===== src/sar_ctl_defines.vh =====
`ifndef SAR_CTL_DEFINES_VH
`define SAR_CTL_DEFINES_VH
`define RES_BITS 14
`define OSC_DIV 4'h1
`define OFS_CTRL 8'h00
`define OFS_STATUS 8'h04
`define OFS_IRQ_STAT 8'h08
`define OFS_IRQ_MASK 8'h0c
`define OFS_RESULT_A 8'h10
`define OFS_RESULT_B 8'h14
`define OFS_SAMPLE_A 8'h18
`define OFS_SAMPLE_B 8'h1c
`define CTRL_RESET 32'h0000_0000
`define IRQ_DONE 0
`define IRQ_BADRANGE 1
`define IRQ_PDOWN 2
`endif


===== src/sar_ctl.v =====
`timescale 1ns/100ps
`default_nettype none
`include "sar_ctl_defines.vh"
module sar_ctl (
  input wire aclk, // 10 MHz clock
  input wire aresetn, // sync reset, active low
  input wire conversion_start_n, // start pin, falling edge
  input wire sclk, // serial clock pin
  input wire cs_n, // chip select pin
  input wire reference_source_select, // 1 internal ref
  input wire input_range_sel0, // range pin 0
  input wire input_range_sel1, // range pin 1
  input wire chan_pair_sel, // channel pair pin
  input wire [13:0] sample_a, // digitised input a
  input wire [13:0] sample_b, // digitised input b
  output reg busy, // conversion busy
  output reg hold, // track-holds in hold
  output reg power_down, // power-down state
  output reg use_internal_ref, // internal reference on
  output reg [1:0] range_code, // applied range
  output reg chan_pair, // applied channel pair
  output reg serial_result_a, // data out a
  output reg serial_result_a_oe_n, // enable a, low drives
  output reg serial_result_b, // data out b
  output reg serial_result_b_oe_n, // enable b, low drives
  output reg irq, // interrupt level
  input wire [7:0] s_axi_awaddr, // axi write addr
  input wire s_axi_awvalid, // axi
  output reg s_axi_awready, // axi
  input wire [31:0] s_axi_wdata, // axi
  input wire [3:0] s_axi_wstrb, // axi
  input wire s_axi_wvalid, // axi
  output reg s_axi_wready, // axi
  output reg [1:0] s_axi_bresp, // axi
  output reg s_axi_bvalid, // axi
  input wire s_axi_bready, // axi
  input wire [7:0] s_axi_araddr, // axi
  input wire s_axi_arvalid, // axi
  output reg s_axi_arready, // axi
  output reg [31:0] s_axi_rdata, // axi
  output reg [1:0] s_axi_rresp, // axi
  output reg s_axi_rvalid, // axi
  input wire s_axi_rready // axi
);
  // ==========================================
  // pin synchronisers
  wire cnv_s, sclk_s, cs_s, ref_s, r0_s, r1_s, addr_s;
  // reset level of each stage is the pin's idle level, so no false edge follows reset
  sync2 u_cnv (
    .aclk(aclk),
    .aresetn(aresetn),
    .d(conversion_start_n),
    .init(1'b1),
    .q(cnv_s)
  );
  sync2 u_sck (
    .aclk(aclk),
    .aresetn(aresetn),
    .d(sclk),
    .init(1'b1),
    .q(sclk_s)
  );
  sync2 u_cs (
    .aclk(aclk),
    .aresetn(aresetn),
    .d(cs_n),
    .init(1'b1),
    .q(cs_s)
  );
  sync2 u_ref (
    .aclk(aclk),
    .aresetn(aresetn),
    .d(reference_source_select),
    .init(1'b0),
    .q(ref_s)
  );
  sync2 u_r0 (
    .aclk(aclk),
    .aresetn(aresetn),
    .d(input_range_sel0),
    .init(1'b0),
    .q(r0_s)
  );
  sync2 u_r1 (
    .aclk(aclk),
    .aresetn(aresetn),
    .d(input_range_sel1),
    .init(1'b0),
    .q(r1_s)
  );
  sync2 u_adr (
    .aclk(aclk),
    .aresetn(aresetn),
    .d(chan_pair_sel),
    .init(1'b0),
    .q(addr_s)
  );
  reg cnv_d_r, sclk_d_r, cs_d_r, primed_r;
  // primed_r keeps the first compare after reset from reading as an edge
  wire cnv_fall = primed_r & cnv_d_r & ~cnv_s;
  wire cnv_rise = primed_r & ~cnv_d_r & cnv_s;
  wire sclk_fall = sclk_d_r & ~sclk_s;
  wire cs_fall = cs_d_r & ~cs_s;
  // ==========================================
  // control register and internal oscillator
  reg [31:0] ctrl_r;
  wire wide = ~ctrl_r[0]; // bit0 set selects 12-bit variant
  reg [3:0] osc_r;
  // free-running divider stands in for the internal oscillator
  wire osc_tick = (osc_r == `OSC_DIV);
  always @(posedge aclk) begin
    if (!aresetn) osc_r <= 4'h0;
    else osc_r <= osc_tick ? 4'h0 : osc_r + 4'h1;
  end
  // ==========================================
  // two converters started together
  wire start = cnv_fall & ~busy & ~power_down;
  wire ba, bb;
  wire [13:0] code_a, code_b;
  // track-and-hold model: both inputs frozen on the one start edge
  reg [13:0] held_a_r, held_b_r;
  always @(posedge aclk) begin
    if (!aresetn) begin
      held_a_r <= 14'h0000;
      held_b_r <= 14'h0000;
    end else if (start) begin
      held_a_r <= sample_a;
      held_b_r <= sample_b;
    end
  end
  sar_engine u_ea (
    .aclk(aclk),
    .aresetn(aresetn),
    .osc_tick(osc_tick),
    .start(start),
    .wide(wide),
    .sample(held_a_r),
    .busy_o(ba),
    .code(code_a)
  );
  sar_engine u_eb (
    .aclk(aclk),
    .aresetn(aresetn),
    .osc_tick(osc_tick),
    .start(start),
    .wide(wide),
    .sample(held_b_r),
    .busy_o(bb),
    .code(code_b)
  );
  // done only once both engines have stopped, never on the start edge itself
  wire conv_done = busy & ~ba & ~bb & ~start;
  // result as kept: the 12-bit variant clears the two top bits
  function [13:0] trim;
    input [13:0] c;
    input w;
    begin
      trim = w ? c : {2'b00, c[11:0]};
    end
  endfunction
  // shift word: msb of the active width sits at bit 13
  function [13:0] left_align;
    input [13:0] c;
    input w;
    begin
      left_align = w ? c : {c[11:0], 2'b00};
    end
  endfunction
  reg [13:0] res_a_r, res_b_r, sh_a_r, sh_b_r;
  reg bad_range_r;
  always @(posedge aclk) begin
    if (!aresetn) begin
      cnv_d_r <= 1'b1;
      sclk_d_r <= 1'b0;
      cs_d_r <= 1'b1;
      primed_r <= 1'b0;
      busy <= 1'b0;
      hold <= 1'b0;
      power_down <= 1'b0;
      use_internal_ref <= 1'b0;
      range_code <= 2'b00;
      chan_pair <= 1'b0;
      res_a_r <= 14'h0000;
      res_b_r <= 14'h0000;
      bad_range_r <= 1'b0;
    end else begin
      cnv_d_r <= cnv_s;
      sclk_d_r <= sclk_s;
      cs_d_r <= cs_s;
      primed_r <= 1'b1;
      use_internal_ref <= ref_s;
      bad_range_r <= 1'b0;
      if (start) begin
        hold <= 1'b1;
        busy <= 1'b1;
        chan_pair <= addr_s;
        if (r0_s & r1_s) bad_range_r <= 1'b1;
        else range_code <= {r1_s, r0_s};
      end else if (conv_done) begin
        busy <= 1'b0;
        hold <= 1'b0;
        res_a_r <= trim(code_a, wide);
        res_b_r <= trim(code_b, wide);
        // start pin still low here parks the part until the pin rises again
        if (!cnv_s) power_down <= 1'b1;
      end
      if (power_down && cnv_rise) power_down <= 1'b0;
    end
  end
  // ==========================================
  // serial readout
  // bits advance on the falling sclk edge, the host samples while sclk is high
  always @(posedge aclk) begin
    if (!aresetn) begin
      sh_a_r <= 14'h0000;
      sh_b_r <= 14'h0000;
      serial_result_a <= 1'b0;
      serial_result_b <= 1'b0;
      serial_result_a_oe_n <= 1'b1;
      serial_result_b_oe_n <= 1'b1;
    end else begin
      serial_result_a_oe_n <= cs_s;
      serial_result_b_oe_n <= cs_s;
      if (cs_fall && !busy) begin
        sh_a_r <= left_align(res_a_r, wide);
        sh_b_r <= left_align(res_b_r, wide);
        serial_result_a <= wide ? res_a_r[13] : res_a_r[11];
        serial_result_b <= wide ? res_b_r[13] : res_b_r[11];
      end else if (!cs_s && sclk_fall && !busy) begin
        sh_a_r <= {sh_a_r[12:0], 1'b0};
        sh_b_r <= {sh_b_r[12:0], 1'b0};
        serial_result_a <= sh_a_r[12];
        serial_result_b <= sh_b_r[12];
      end
    end
  end
  // ==========================================
  // interrupt status and mask
  reg [2:0] istat_r, imask_r;
  // one-cycle event strobes, one per status bit
  wire [2:0] ev;
  assign ev[`IRQ_DONE] = conv_done;
  assign ev[`IRQ_BADRANGE] = bad_range_r;
  assign ev[`IRQ_PDOWN] = conv_done & ~cnv_s;
  // ==========================================
  // axi4-lite slave
  reg [7:0] awa_r;
  reg aw_h_r, w_h_r;
  reg [31:0] wd_r;
  reg [3:0] ws_r;
  wire do_wr = aw_h_r & w_h_r & ~s_axi_bvalid;
  // a one written to a status bit clears it; an event in the same cycle wins
  wire [2:0] w1c_clr = (do_wr && awa_r == `OFS_IRQ_STAT && ws_r[0]) ? wd_r[2:0] : 3'h0;
  wire [2:0] istat_nxt = (istat_r & ~w1c_clr) | ev;
  function [31:0] merge;
    input [31:0] old;
    input [31:0] nw;
    input [3:0] st;
    integer i;
    begin
      for (i = 0; i < 4; i = i + 1)
        merge[i*8 +: 8] = st[i] ? nw[i*8 +: 8] : old[i*8 +: 8];
    end
  endfunction
  always @(posedge aclk) begin
    if (!aresetn) begin
      s_axi_awready <= 1'b1;
      s_axi_wready <= 1'b1;
      s_axi_bvalid <= 1'b0;
      s_axi_bresp <= 2'b00;
      aw_h_r <= 1'b0;
      w_h_r <= 1'b0;
      awa_r <= 8'h00;
      wd_r <= 32'h0000_0000;
      ws_r <= 4'h0;
      ctrl_r <= `CTRL_RESET;
      istat_r <= 3'h0;
      imask_r <= 3'h0;
      irq <= 1'b0;
    end else begin
      if (s_axi_awvalid && s_axi_awready) begin
        awa_r <= s_axi_awaddr;
        aw_h_r <= 1'b1;
        s_axi_awready <= 1'b0;
      end
      if (s_axi_wvalid && s_axi_wready) begin
        wd_r <= s_axi_wdata;
        ws_r <= s_axi_wstrb;
        w_h_r <= 1'b1;
        s_axi_wready <= 1'b0;
      end
      if (s_axi_bvalid && s_axi_bready) begin
        s_axi_bvalid <= 1'b0;
        s_axi_awready <= 1'b1;
        s_axi_wready <= 1'b1;
      end
      if (do_wr) begin
        aw_h_r <= 1'b0;
        w_h_r <= 1'b0;
        s_axi_bvalid <= 1'b1;
        s_axi_bresp <= 2'b00;
        case (awa_r)
          `OFS_CTRL: ctrl_r <= merge(ctrl_r, wd_r, ws_r);
          `OFS_IRQ_MASK: if (ws_r[0]) imask_r <= wd_r[2:0];
          `OFS_IRQ_STAT, `OFS_STATUS, `OFS_RESULT_A, `OFS_RESULT_B, `OFS_SAMPLE_A, `OFS_SAMPLE_B: ;
          default: s_axi_bresp <= 2'b10;
        endcase
      end
      istat_r <= istat_nxt;
      // a set mask bit silences its status bit
      irq <= |(istat_nxt & ~imask_r);
    end
  end
  always @(posedge aclk) begin
    if (!aresetn) begin
      s_axi_arready <= 1'b1;
      s_axi_rvalid <= 1'b0;
      s_axi_rdata <= 32'h0000_0000;
      s_axi_rresp <= 2'b00;
    end else if (s_axi_arvalid && s_axi_arready) begin
      s_axi_arready <= 1'b0;
      s_axi_rvalid <= 1'b1;
      s_axi_rresp <= 2'b00;
      case (s_axi_araddr)
        `OFS_CTRL: s_axi_rdata <= ctrl_r;
        `OFS_STATUS: s_axi_rdata <= {24'h0, 1'b0, range_code, chan_pair, use_internal_ref,
          power_down, hold, busy};
        `OFS_IRQ_STAT: s_axi_rdata <= {29'h0, istat_r};
        `OFS_IRQ_MASK: s_axi_rdata <= {29'h0, imask_r};
        `OFS_RESULT_A: s_axi_rdata <= {18'h0, res_a_r};
        `OFS_RESULT_B: s_axi_rdata <= {18'h0, res_b_r};
        `OFS_SAMPLE_A: s_axi_rdata <= {18'h0, held_a_r};
        `OFS_SAMPLE_B: s_axi_rdata <= {18'h0, held_b_r};
        default: begin
          s_axi_rdata <= 32'h0000_0000;
          s_axi_rresp <= 2'b10;
        end
      endcase
    end else if (s_axi_rvalid && s_axi_rready) begin
      s_axi_rvalid <= 1'b0;
      s_axi_arready <= 1'b1;
    end
  end
endmodule // sar_ctl
`default_nettype wire


===== src/sar_engine.v =====
`timescale 1ns/100ps
`default_nettype none
`include "sar_ctl_defines.vh"
// bitwise successive approximation against a sample word
module sar_engine (
  input wire aclk, // clock
  input wire aresetn, // sync reset
  input wire osc_tick, // internal oscillator step
  input wire start, // start pulse
  input wire wide, // 14-bit variant when high
  input wire [13:0] sample, // held input value
  output reg busy_o, // converting
  output reg [13:0] code // result
);
  reg [3:0] bit_r;
  reg [13:0] trial;
  always @* begin
    trial = code | (14'h0001 << bit_r);
  end
  always @(posedge aclk) begin
    if (!aresetn) begin
      busy_o <= 1'b0;
      bit_r <= 4'h0;
      code <= 14'h0000;
    end else if (start) begin
      busy_o <= 1'b1;
      code <= 14'h0000;
      bit_r <= wide ? 4'hd : 4'hb;
    end else if (busy_o && osc_tick) begin
      if (trial <= sample) code <= trial;
      if (bit_r == 4'h0) busy_o <= 1'b0;
      else bit_r <= bit_r - 4'h1;
    end
  end
endmodule // sar_engine
`default_nettype wire


===== src/sync2.v =====
`timescale 1ns/100ps
`default_nettype none
module sync2 (
  input wire aclk, // clock
  input wire aresetn, // sync reset
  input wire d, // async input
  input wire init, // reset level
  output reg q // synced level
);
  reg s1_r;
  always @(posedge aclk) begin
    if (!aresetn) begin
      s1_r <= init;
      q <= init;
    end else begin
      s1_r <= d;
      q <= s1_r;
    end
  end
endmodule // sync2
`default_nettype wire

===== config.mk =====
export PLATFORM = sky130hd
export DESIGN_NAME = sar_ctl
export DESIGN_NICKNAME = d
export VERILOG_FILES = /design/src/sar_ctl.v /design/src/sar_engine.v /design/src/sync2.v
export VERILOG_INCLUDE_DIRS = /design/src
export SDC_FILE = /design/constraint.sdc
export NUM_CORES = 1
export LEC_CHECK = 0
export CORE_ASPECT_RATIO = 0.75
export CORE_UTILIZATION = 35
export CTS_CLUSTER_SIZE = 20
export DETAILED_ROUTE_END_ITERATION = 10
export DONT_BUFFER_PORTS = 1
export PLACE_DENSITY = 0.57
export SETUP_SLACK_MARGIN = 0.4
export SLEW_MARGIN = 20
export SYNTH_ARGS = -nofsm -noshare
export SYNTH_HDL_FRONTEND = slang
export SYNTH_SLANG_ARGS = --single-unit

===== constraint.sdc =====
create_clock -name aclk -period 3.95 [get_ports aclk]
set_input_delay 0.5925 -clock aclk [delete_from_list [all_inputs] [get_ports aclk]]
set_output_delay 0.5925 -clock aclk [all_outputs]
set_load 0.02 [all_outputs]

==> flow_metrics.tcl, run 1 <==
set metrics [dict create \
    grt_antenna_before_repair 2 \
    yosysTopAreaCell "dfxtp_1" \
    cp_slowest_cell "a2111oi_0" \
    die_w_um 218.9 \
    outcome "completed" \
    first_global_vias 8782 \
    ant_nets 0 \
    track_usage_pct 18.30 \
    gp_congestion 0.8689 \
    synth_top_family_by_area "simple AND/OR/NAND/NOR gates" \
    synth-async-reset-ratio_pct 0 \
    syn2layout_area_growth_pct 11.00 \
    most_used_dff_post_synth "dfxtp_1" \
    maxClockFrequency_mhz 308.7 \
    synth.avg_cell_area_um2 8.633 \
    cellLeakagePower_nw 4.705 \
    report.final.setup_viol 0 \
    grt_max_degree 256 \
    finalWirelength_um 33820 \
    cts_hold_buf 0 \
    layout.cells.most_common_list "nand2_1, dfxtp_1, a21boi_0" \
    holdCritPathClass "in -> reg" \
    synth.yosys.seq_area_share_pct 44.56 \
    critical_path_peak_fanout 13 \
    detailedRoute.firstPassIterationCount 5 \
    yosys.area.top_type_share_pct 44.56 \
    cts-htree-levels 1 \
    ctsLongestPathBuffers 3 \
    arrival_time_worst_endpoint_ns 3.71 \
    dp_hpwl_um 24480 \
    synthesis.area_um2 12350 \
    drcViolationCount 0 \
    path_cells "inv_1, ha_1, a31oi_1, inv_1, ha_1, a21oi_1, a21boi_0, a2111oi_0, a21oi_2, a211oi_1" \
    worst_slack_ns 0.7110 \
    fin_crit_ns 3.239 \
    vias 9576 \
    power_mw 6.083 \
    post-place-ws_ns 0.7319 \
    layout.cells.most_common "nand2_1" \
    busiest_layer "met1" \
    insertion_delay_ns 0.56 \
    pwr_density_cell_nw_per_um2 443.6 \
    synthDistinctLibCells 61 \
    dieArea_um2 36060 \
    synth_enable_flop_cells 0 \
    die_height_um 164.7 \
    post-cts-setup-buffers 0 \
    start_util_pct 35.61 \
    worst-endpoint-required_ns 4.42 \
    slew_headroom_pct 40.25 \
    routed_wire_length_per_instance_um 18.07 \
    use_met1_pct 28.91 \
    synth_adder_area_share_pct 4.051 \
    synth_compound_gate_area_share_pct 19.48 \
    root_buffer "clkbuf_16" \
    cp_class "reg -> reg" \
    synth_seq_cells 275 \
    final_net_count 1526 \
    timing.final.max_slew_violations 0 \
    grt_setup_unrepaired "no" \
    ioPinCount 147 \
    crit_buf_inv 2 \
    vias_per_cell 5.118 \
    cpPeakStageDelay_ns 0.74 \
    syn_inst 1431 \
    clock_skew_ns 0.02291 \
    std_cell_rows 59 \
    fillCellCount 3541 \
    cts_inserted_buffers 29 \
    layout.area.seq_um2 5505 \
    postcts_resize_cnt 0 \
    cts_num_sinks 275 \
    finalSetupTns_ns 0 \
    hold_violation_count_in_the_final_report 0 \
    core_area_um2 34700 \
    crit_path_start_kind "flop" \
    yosys.area_share.xor_xnor_pct 0.4963 \
    overflow 0 \
    synth.yosys.warnings 0 \
    antenna_cells_inserted 0 \
    clkSlewWorstSetupHoldPaths_ns 0.06 \
    groute.layer.met2.usage_pct 25.16 \
    initialDrtViolationCount 776 \
    maxCapViolCount 0 \
    grt_first_pass_wirelength_um 51370 \
    power.ir.vdd_worst_v 0.0002967 \
    post_synth_and_or_nand_nor_area_fraction_pct 21.42 \
    critical-path-top-delay-family "compound AO/OA/AOI/OAI gates" \
    post_synth_mux_area_share_pct 4.983 \
    yosys-top-cells-area "dfxtp_1, nand2_1, a21boi_0, ha_1, mux2i_1" \
    grt_use_met3_pct 3.536 \
    worstSetupEndpointType "flop" \
    timing_worst_slew_pin_value_ns 0.8941 \
    cts_tree "built" \
    final.period_utilization_pct 82.00 \
    io_buffers 0 \
    final_layout_size_suffix_gt1_share_pct 8.487 \
    area_taken_by_multi_input_logic_gates_um2 6248 \
]
-- sequential cells by signal, indices dropped and copies added, names as in the netlist, 8 cells and up --
| signal | flops |
|---|---|
| awa_r | 8 |
| ctrl_r | 32 |
| held_a_r | 14 |
| held_b_r | 14 |
| res_a_r | 14 |
| res_b_r | 14 |
| s_axi_rdata | 32 |
| sh_a_r | 13 |
| sh_b_r | 13 |
| u_ea.code | 14 |
| u_eb.code | 14 |
| wd_r | 32 |
-- metrics by stage --
step                      utilization (%)  std cells  cell area [um2]  hold WS [ns]
after floorplan                         -       1432            12360        0.3863
after global placement              36.55       1818            12680        0.4035
after detailed placement            36.55       1818            12680        0.4046
after CTS                           39.51       1871            13710       0.05723
after global routing                39.52       1871            13710       0.06874
final                               39.52       1871            13710        0.1289
-- layout make-up --
cell class / instances / area share, %
flip-flops and latches: 275 / 40.15
clock inverters: 13 / 1.314
clock buffers: 40 / 6.177
repair buffers: 14 / 0.7664
multi-input cells: 1004 / 45.57
well taps: 457 / 4.170
inverters: 68 / 1.861
-- where the power goes --
| part | switching [mW] | leakage (nW) | internal (mW) |
|---|---|---|---|
| sequential | 0.0588 | 2.23 | 2.83 |
| clock | 1.17 | 0.505 | 1.76 |
| combinational | 0.151 | 1.97 | 0.111 |
-- worst register-to-register path: cells and delay by family (launching register included) --
kind	cells	cell delay [ns]
compound gates	6	1.92
flops	1	0.42
buf+inv	2	0.20
fa+ha+maj	2	0.62
-- cell usage after synthesis, types with 3 or more instances --
master and number:
a211oi_1 11, nor2b_1 55, ha_1 40, nor3b_1 6
nand2_1 342, inv_1 68, nand4_1 5, buf_1 4
a21oi_1 53, and2_1 22, buf_2 6, a31oi_1 3
nand2b_1 13, mux4_2 9, a221oi_1 25, nand3b_1 5
buf_4 9, a21boi_2 32, nor2_1 58, nor4_1 3
a21o_1 3, and3b_1 3, and3_1 4, clkbuf_1 66
xnor2_1 5, o31ai_1 6, o21a_1 4, nor3_1 13
nand3_1 34, a22oi_1 24, o21ai_0 26, a21boi_0 118
mux2i_1 39, a2bb2oi_1 3, or3_1 6, dfxtp_1 275
-- metal layers --
metal / routed length, um / up-vias
li1: - / 4802
met1: 17670 / 4512
met2: 13430 / 228
met3: 2165 / 34
met4: 551 / 0
met5: 0 / -
-- path summary, 6_finish.rpt --
kind / from / end / slack, ns / depth (start not counted)
max: u_ea.bit_r[0] / u_ea.code[13] / 0.71 / 10
min: s_axi_wvalid / s_axi_wready / 0.13 / 1
max reg2reg: u_ea.bit_r[0] / u_ea.code[13] / 0.71 / 10
min reg2reg: u_cs.s1_r / u_cs.q / 0.42 / 1
-- kinds of logic after synthesis --
logic type	after synthesis
xor+xnor	7
other cells	1
buf+inv	153
flops	275
fa+ha+maj	40
mux	50
simple gates	581
compound gates	324
Note: power is estimated with default switching activity, not from simulation.
==> run 2, diff against run 1 <==
Settings changed: PLACE_DENSITY 0.57 to 0.59.
Clock period 3.95 ns to 2.85 ns, I/O delays scaled along.
==> flow_metrics.tcl, run 2 (synthesized netlist as in run 1, its figures left out) <==
set metrics [dict create \
    outcome "completed" \
    hold_violation_count_in_the_final_report 0 \
    power.ir.vdd_worst_v 0.0004814 \
    detailedRoute.firstPassIterationCount 5 \
    report.final.setup_viol 0 \
    clock_skew_ns 0.01389 \
    grt_first_pass_wirelength_um 53580 \
    worstSetupEndpointType "flop" \
    gp_congestion 0.9501 \
    grt_antenna_before_repair 0 \
    cpPeakStageDelay_ns 0.40 \
    cts_inserted_buffers 30 \
    initialDrtViolationCount 730 \
    vias 10170 \
    grt_max_degree 150 \
    cp_slowest_cell "dfxtp_4" \
    final_net_count 1612 \
    cts-htree-levels 1 \
    die_height_um 164.7 \
    cellLeakagePower_nw 5.165 \
    layout.cells.most_common "nand2_1" \
    holdCritPathClass "in -> reg" \
    grt_setup_unrepaired "no" \
    finalSetupTns_ns 0 \
    io_buffers 0 \
    fin_crit_ns 2.404 \
    start_util_pct 35.61 \
    place.detailed.instances 1825 \
    path_cells "inv_4, ha_4, buf_6, a21oi_4, inv_1, ha_4, nand2_2, buf_4, nor3_2, and3b_1, a21oi_2, buf_4, a211oi_2" \
    final.period_utilization_pct 84.36 \
    critical_path_peak_fanout 5 \
    dieArea_um2 36060 \
    utilization_pct 43.01 \
    slew_headroom_pct 53.01 \
    antenna_cells_inserted 0 \
    maxCapViolCount 0 \
    critical-path-top-delay-family "buffers and inverters" \
    crit_buf_inv 5 \
    ant_nets 0 \
    instances_no_fill 1957 \
    crit_path_start_kind "flop" \
    ctsLongestPathBuffers 3 \
    drcViolationCount 0 \
    cts_num_sinks 275 \
    die_w_um 218.9 \
    overflow 0 \
    core_area_um2 34700 \
    layout.cells.most_common_list "nand2_1, dfxtp_1, a21boi_0" \
    first_global_vias 9245 \
    root_buffer "clkbuf_16" \
    registers_with_the_highest_flip_flop_counts "ctrl_r (32), s_axi_rdata (32), wd_r (32)" \
    timing_worst_slew_pin_value_ns 0.7002 \
    clkSlewWorstSetupHoldPaths_ns 0.06 \
    ioPinCount 147 \
    insertion_delay_ns 0.57 \
    vias_per_cell 5.199 \
    dp_hpwl_um 24490 \
    std_cell_rows 59 \
    timing.final.max_slew_violations 0 \
    arrival_time_worst_endpoint_ns 2.89 \
    finalWirelength_um 35550 \
    cp_class "reg -> reg" \
    pwr_density_cell_nw_per_um2 595.3 \
    track_usage_pct 18.98 \
    syn2layout_area_growth_pct 20.79 \
    maxClockFrequency_mhz 415.9 \
    routed_wire_length_per_instance_um 18.17 \
    worst-endpoint-required_ns 3.33 \
    final_layout_size_suffix_gt1_share_pct 12.80 \
    cts_tree "built" \
]
run 2: report_power, final:
part	total [mW]	internal [mW]	switching (mW)	leakage, nW
registers	4.01	3.92	0.0875	2.23
clock network	4.35	2.67	1.68	0.538
logic	0.528	0.251	0.277	2.39
total	8.88	6.84	2.05	5.16
run 2: final timing paths:
kind | slack (ns) | end | cells after the start | startpoint
max reg2reg | 0.45 | u_ea.code[4] | 13 | u_ea.bit_r[0]
min | 0.02 | held_b_r[11] | 2 | sample_b[11]
min reg2reg | 0.42 | u_cs.q | 1 | u_cs.s1_r
max | 0.45 | u_ea.code[4] | 13 | u_ea.bit_r[0]
run 2: final cells by class:
cell class                      count  area, um2
Clock inverter                     20      294.0
Fill cell                        3430      19770
Inverter                           68      257.7
Timing Repair Buffer               98      944.7
Multi-Input combinational cell   1005       6523
Clock buffer                       34      807.0
Tap cell                          457      571.8
Sequential cell                   275       5525
run 2: repair_timing:
| action | in CTS | in global routing |
|---|---|---|
| buffers inserted | 5 | 6 |
| setup endpoints to repair | 27 | 27 |
| pin swaps | 9 | 12 |
| gates cloned | 1 | 0 |
| hold endpoints to repair | 128 | 0 |
| hold buffers | 66 | 0 |
| resized for setup | 19 | 50 |
run 2: routing by layer:
metal | wire length (um) | track usage [%]
met1 | 17860 | 29.10
met2 | 14740 | 26.48
met3 | 2168 | 3.941
met4 | 779 | 4.735
met5 | 0 | 0
run 2: stage by stage:
stage          worst slack, ns  hold WS [ns]  total power [mW]  instance area [um2]
2_1_floorplan           0.4480        0.3863             4.404                12360
3_3_place_gp           0.05260        0.3996             4.451                12740
3_5_place_dp          -0.03985        0.3984             4.459                12740
4_1_cts                 0.4008     0.0002166             8.946                14650
5_1_grt                 0.3313       0.01005             9.178                14920
6_report                0.4457       0.02414             8.884                14920
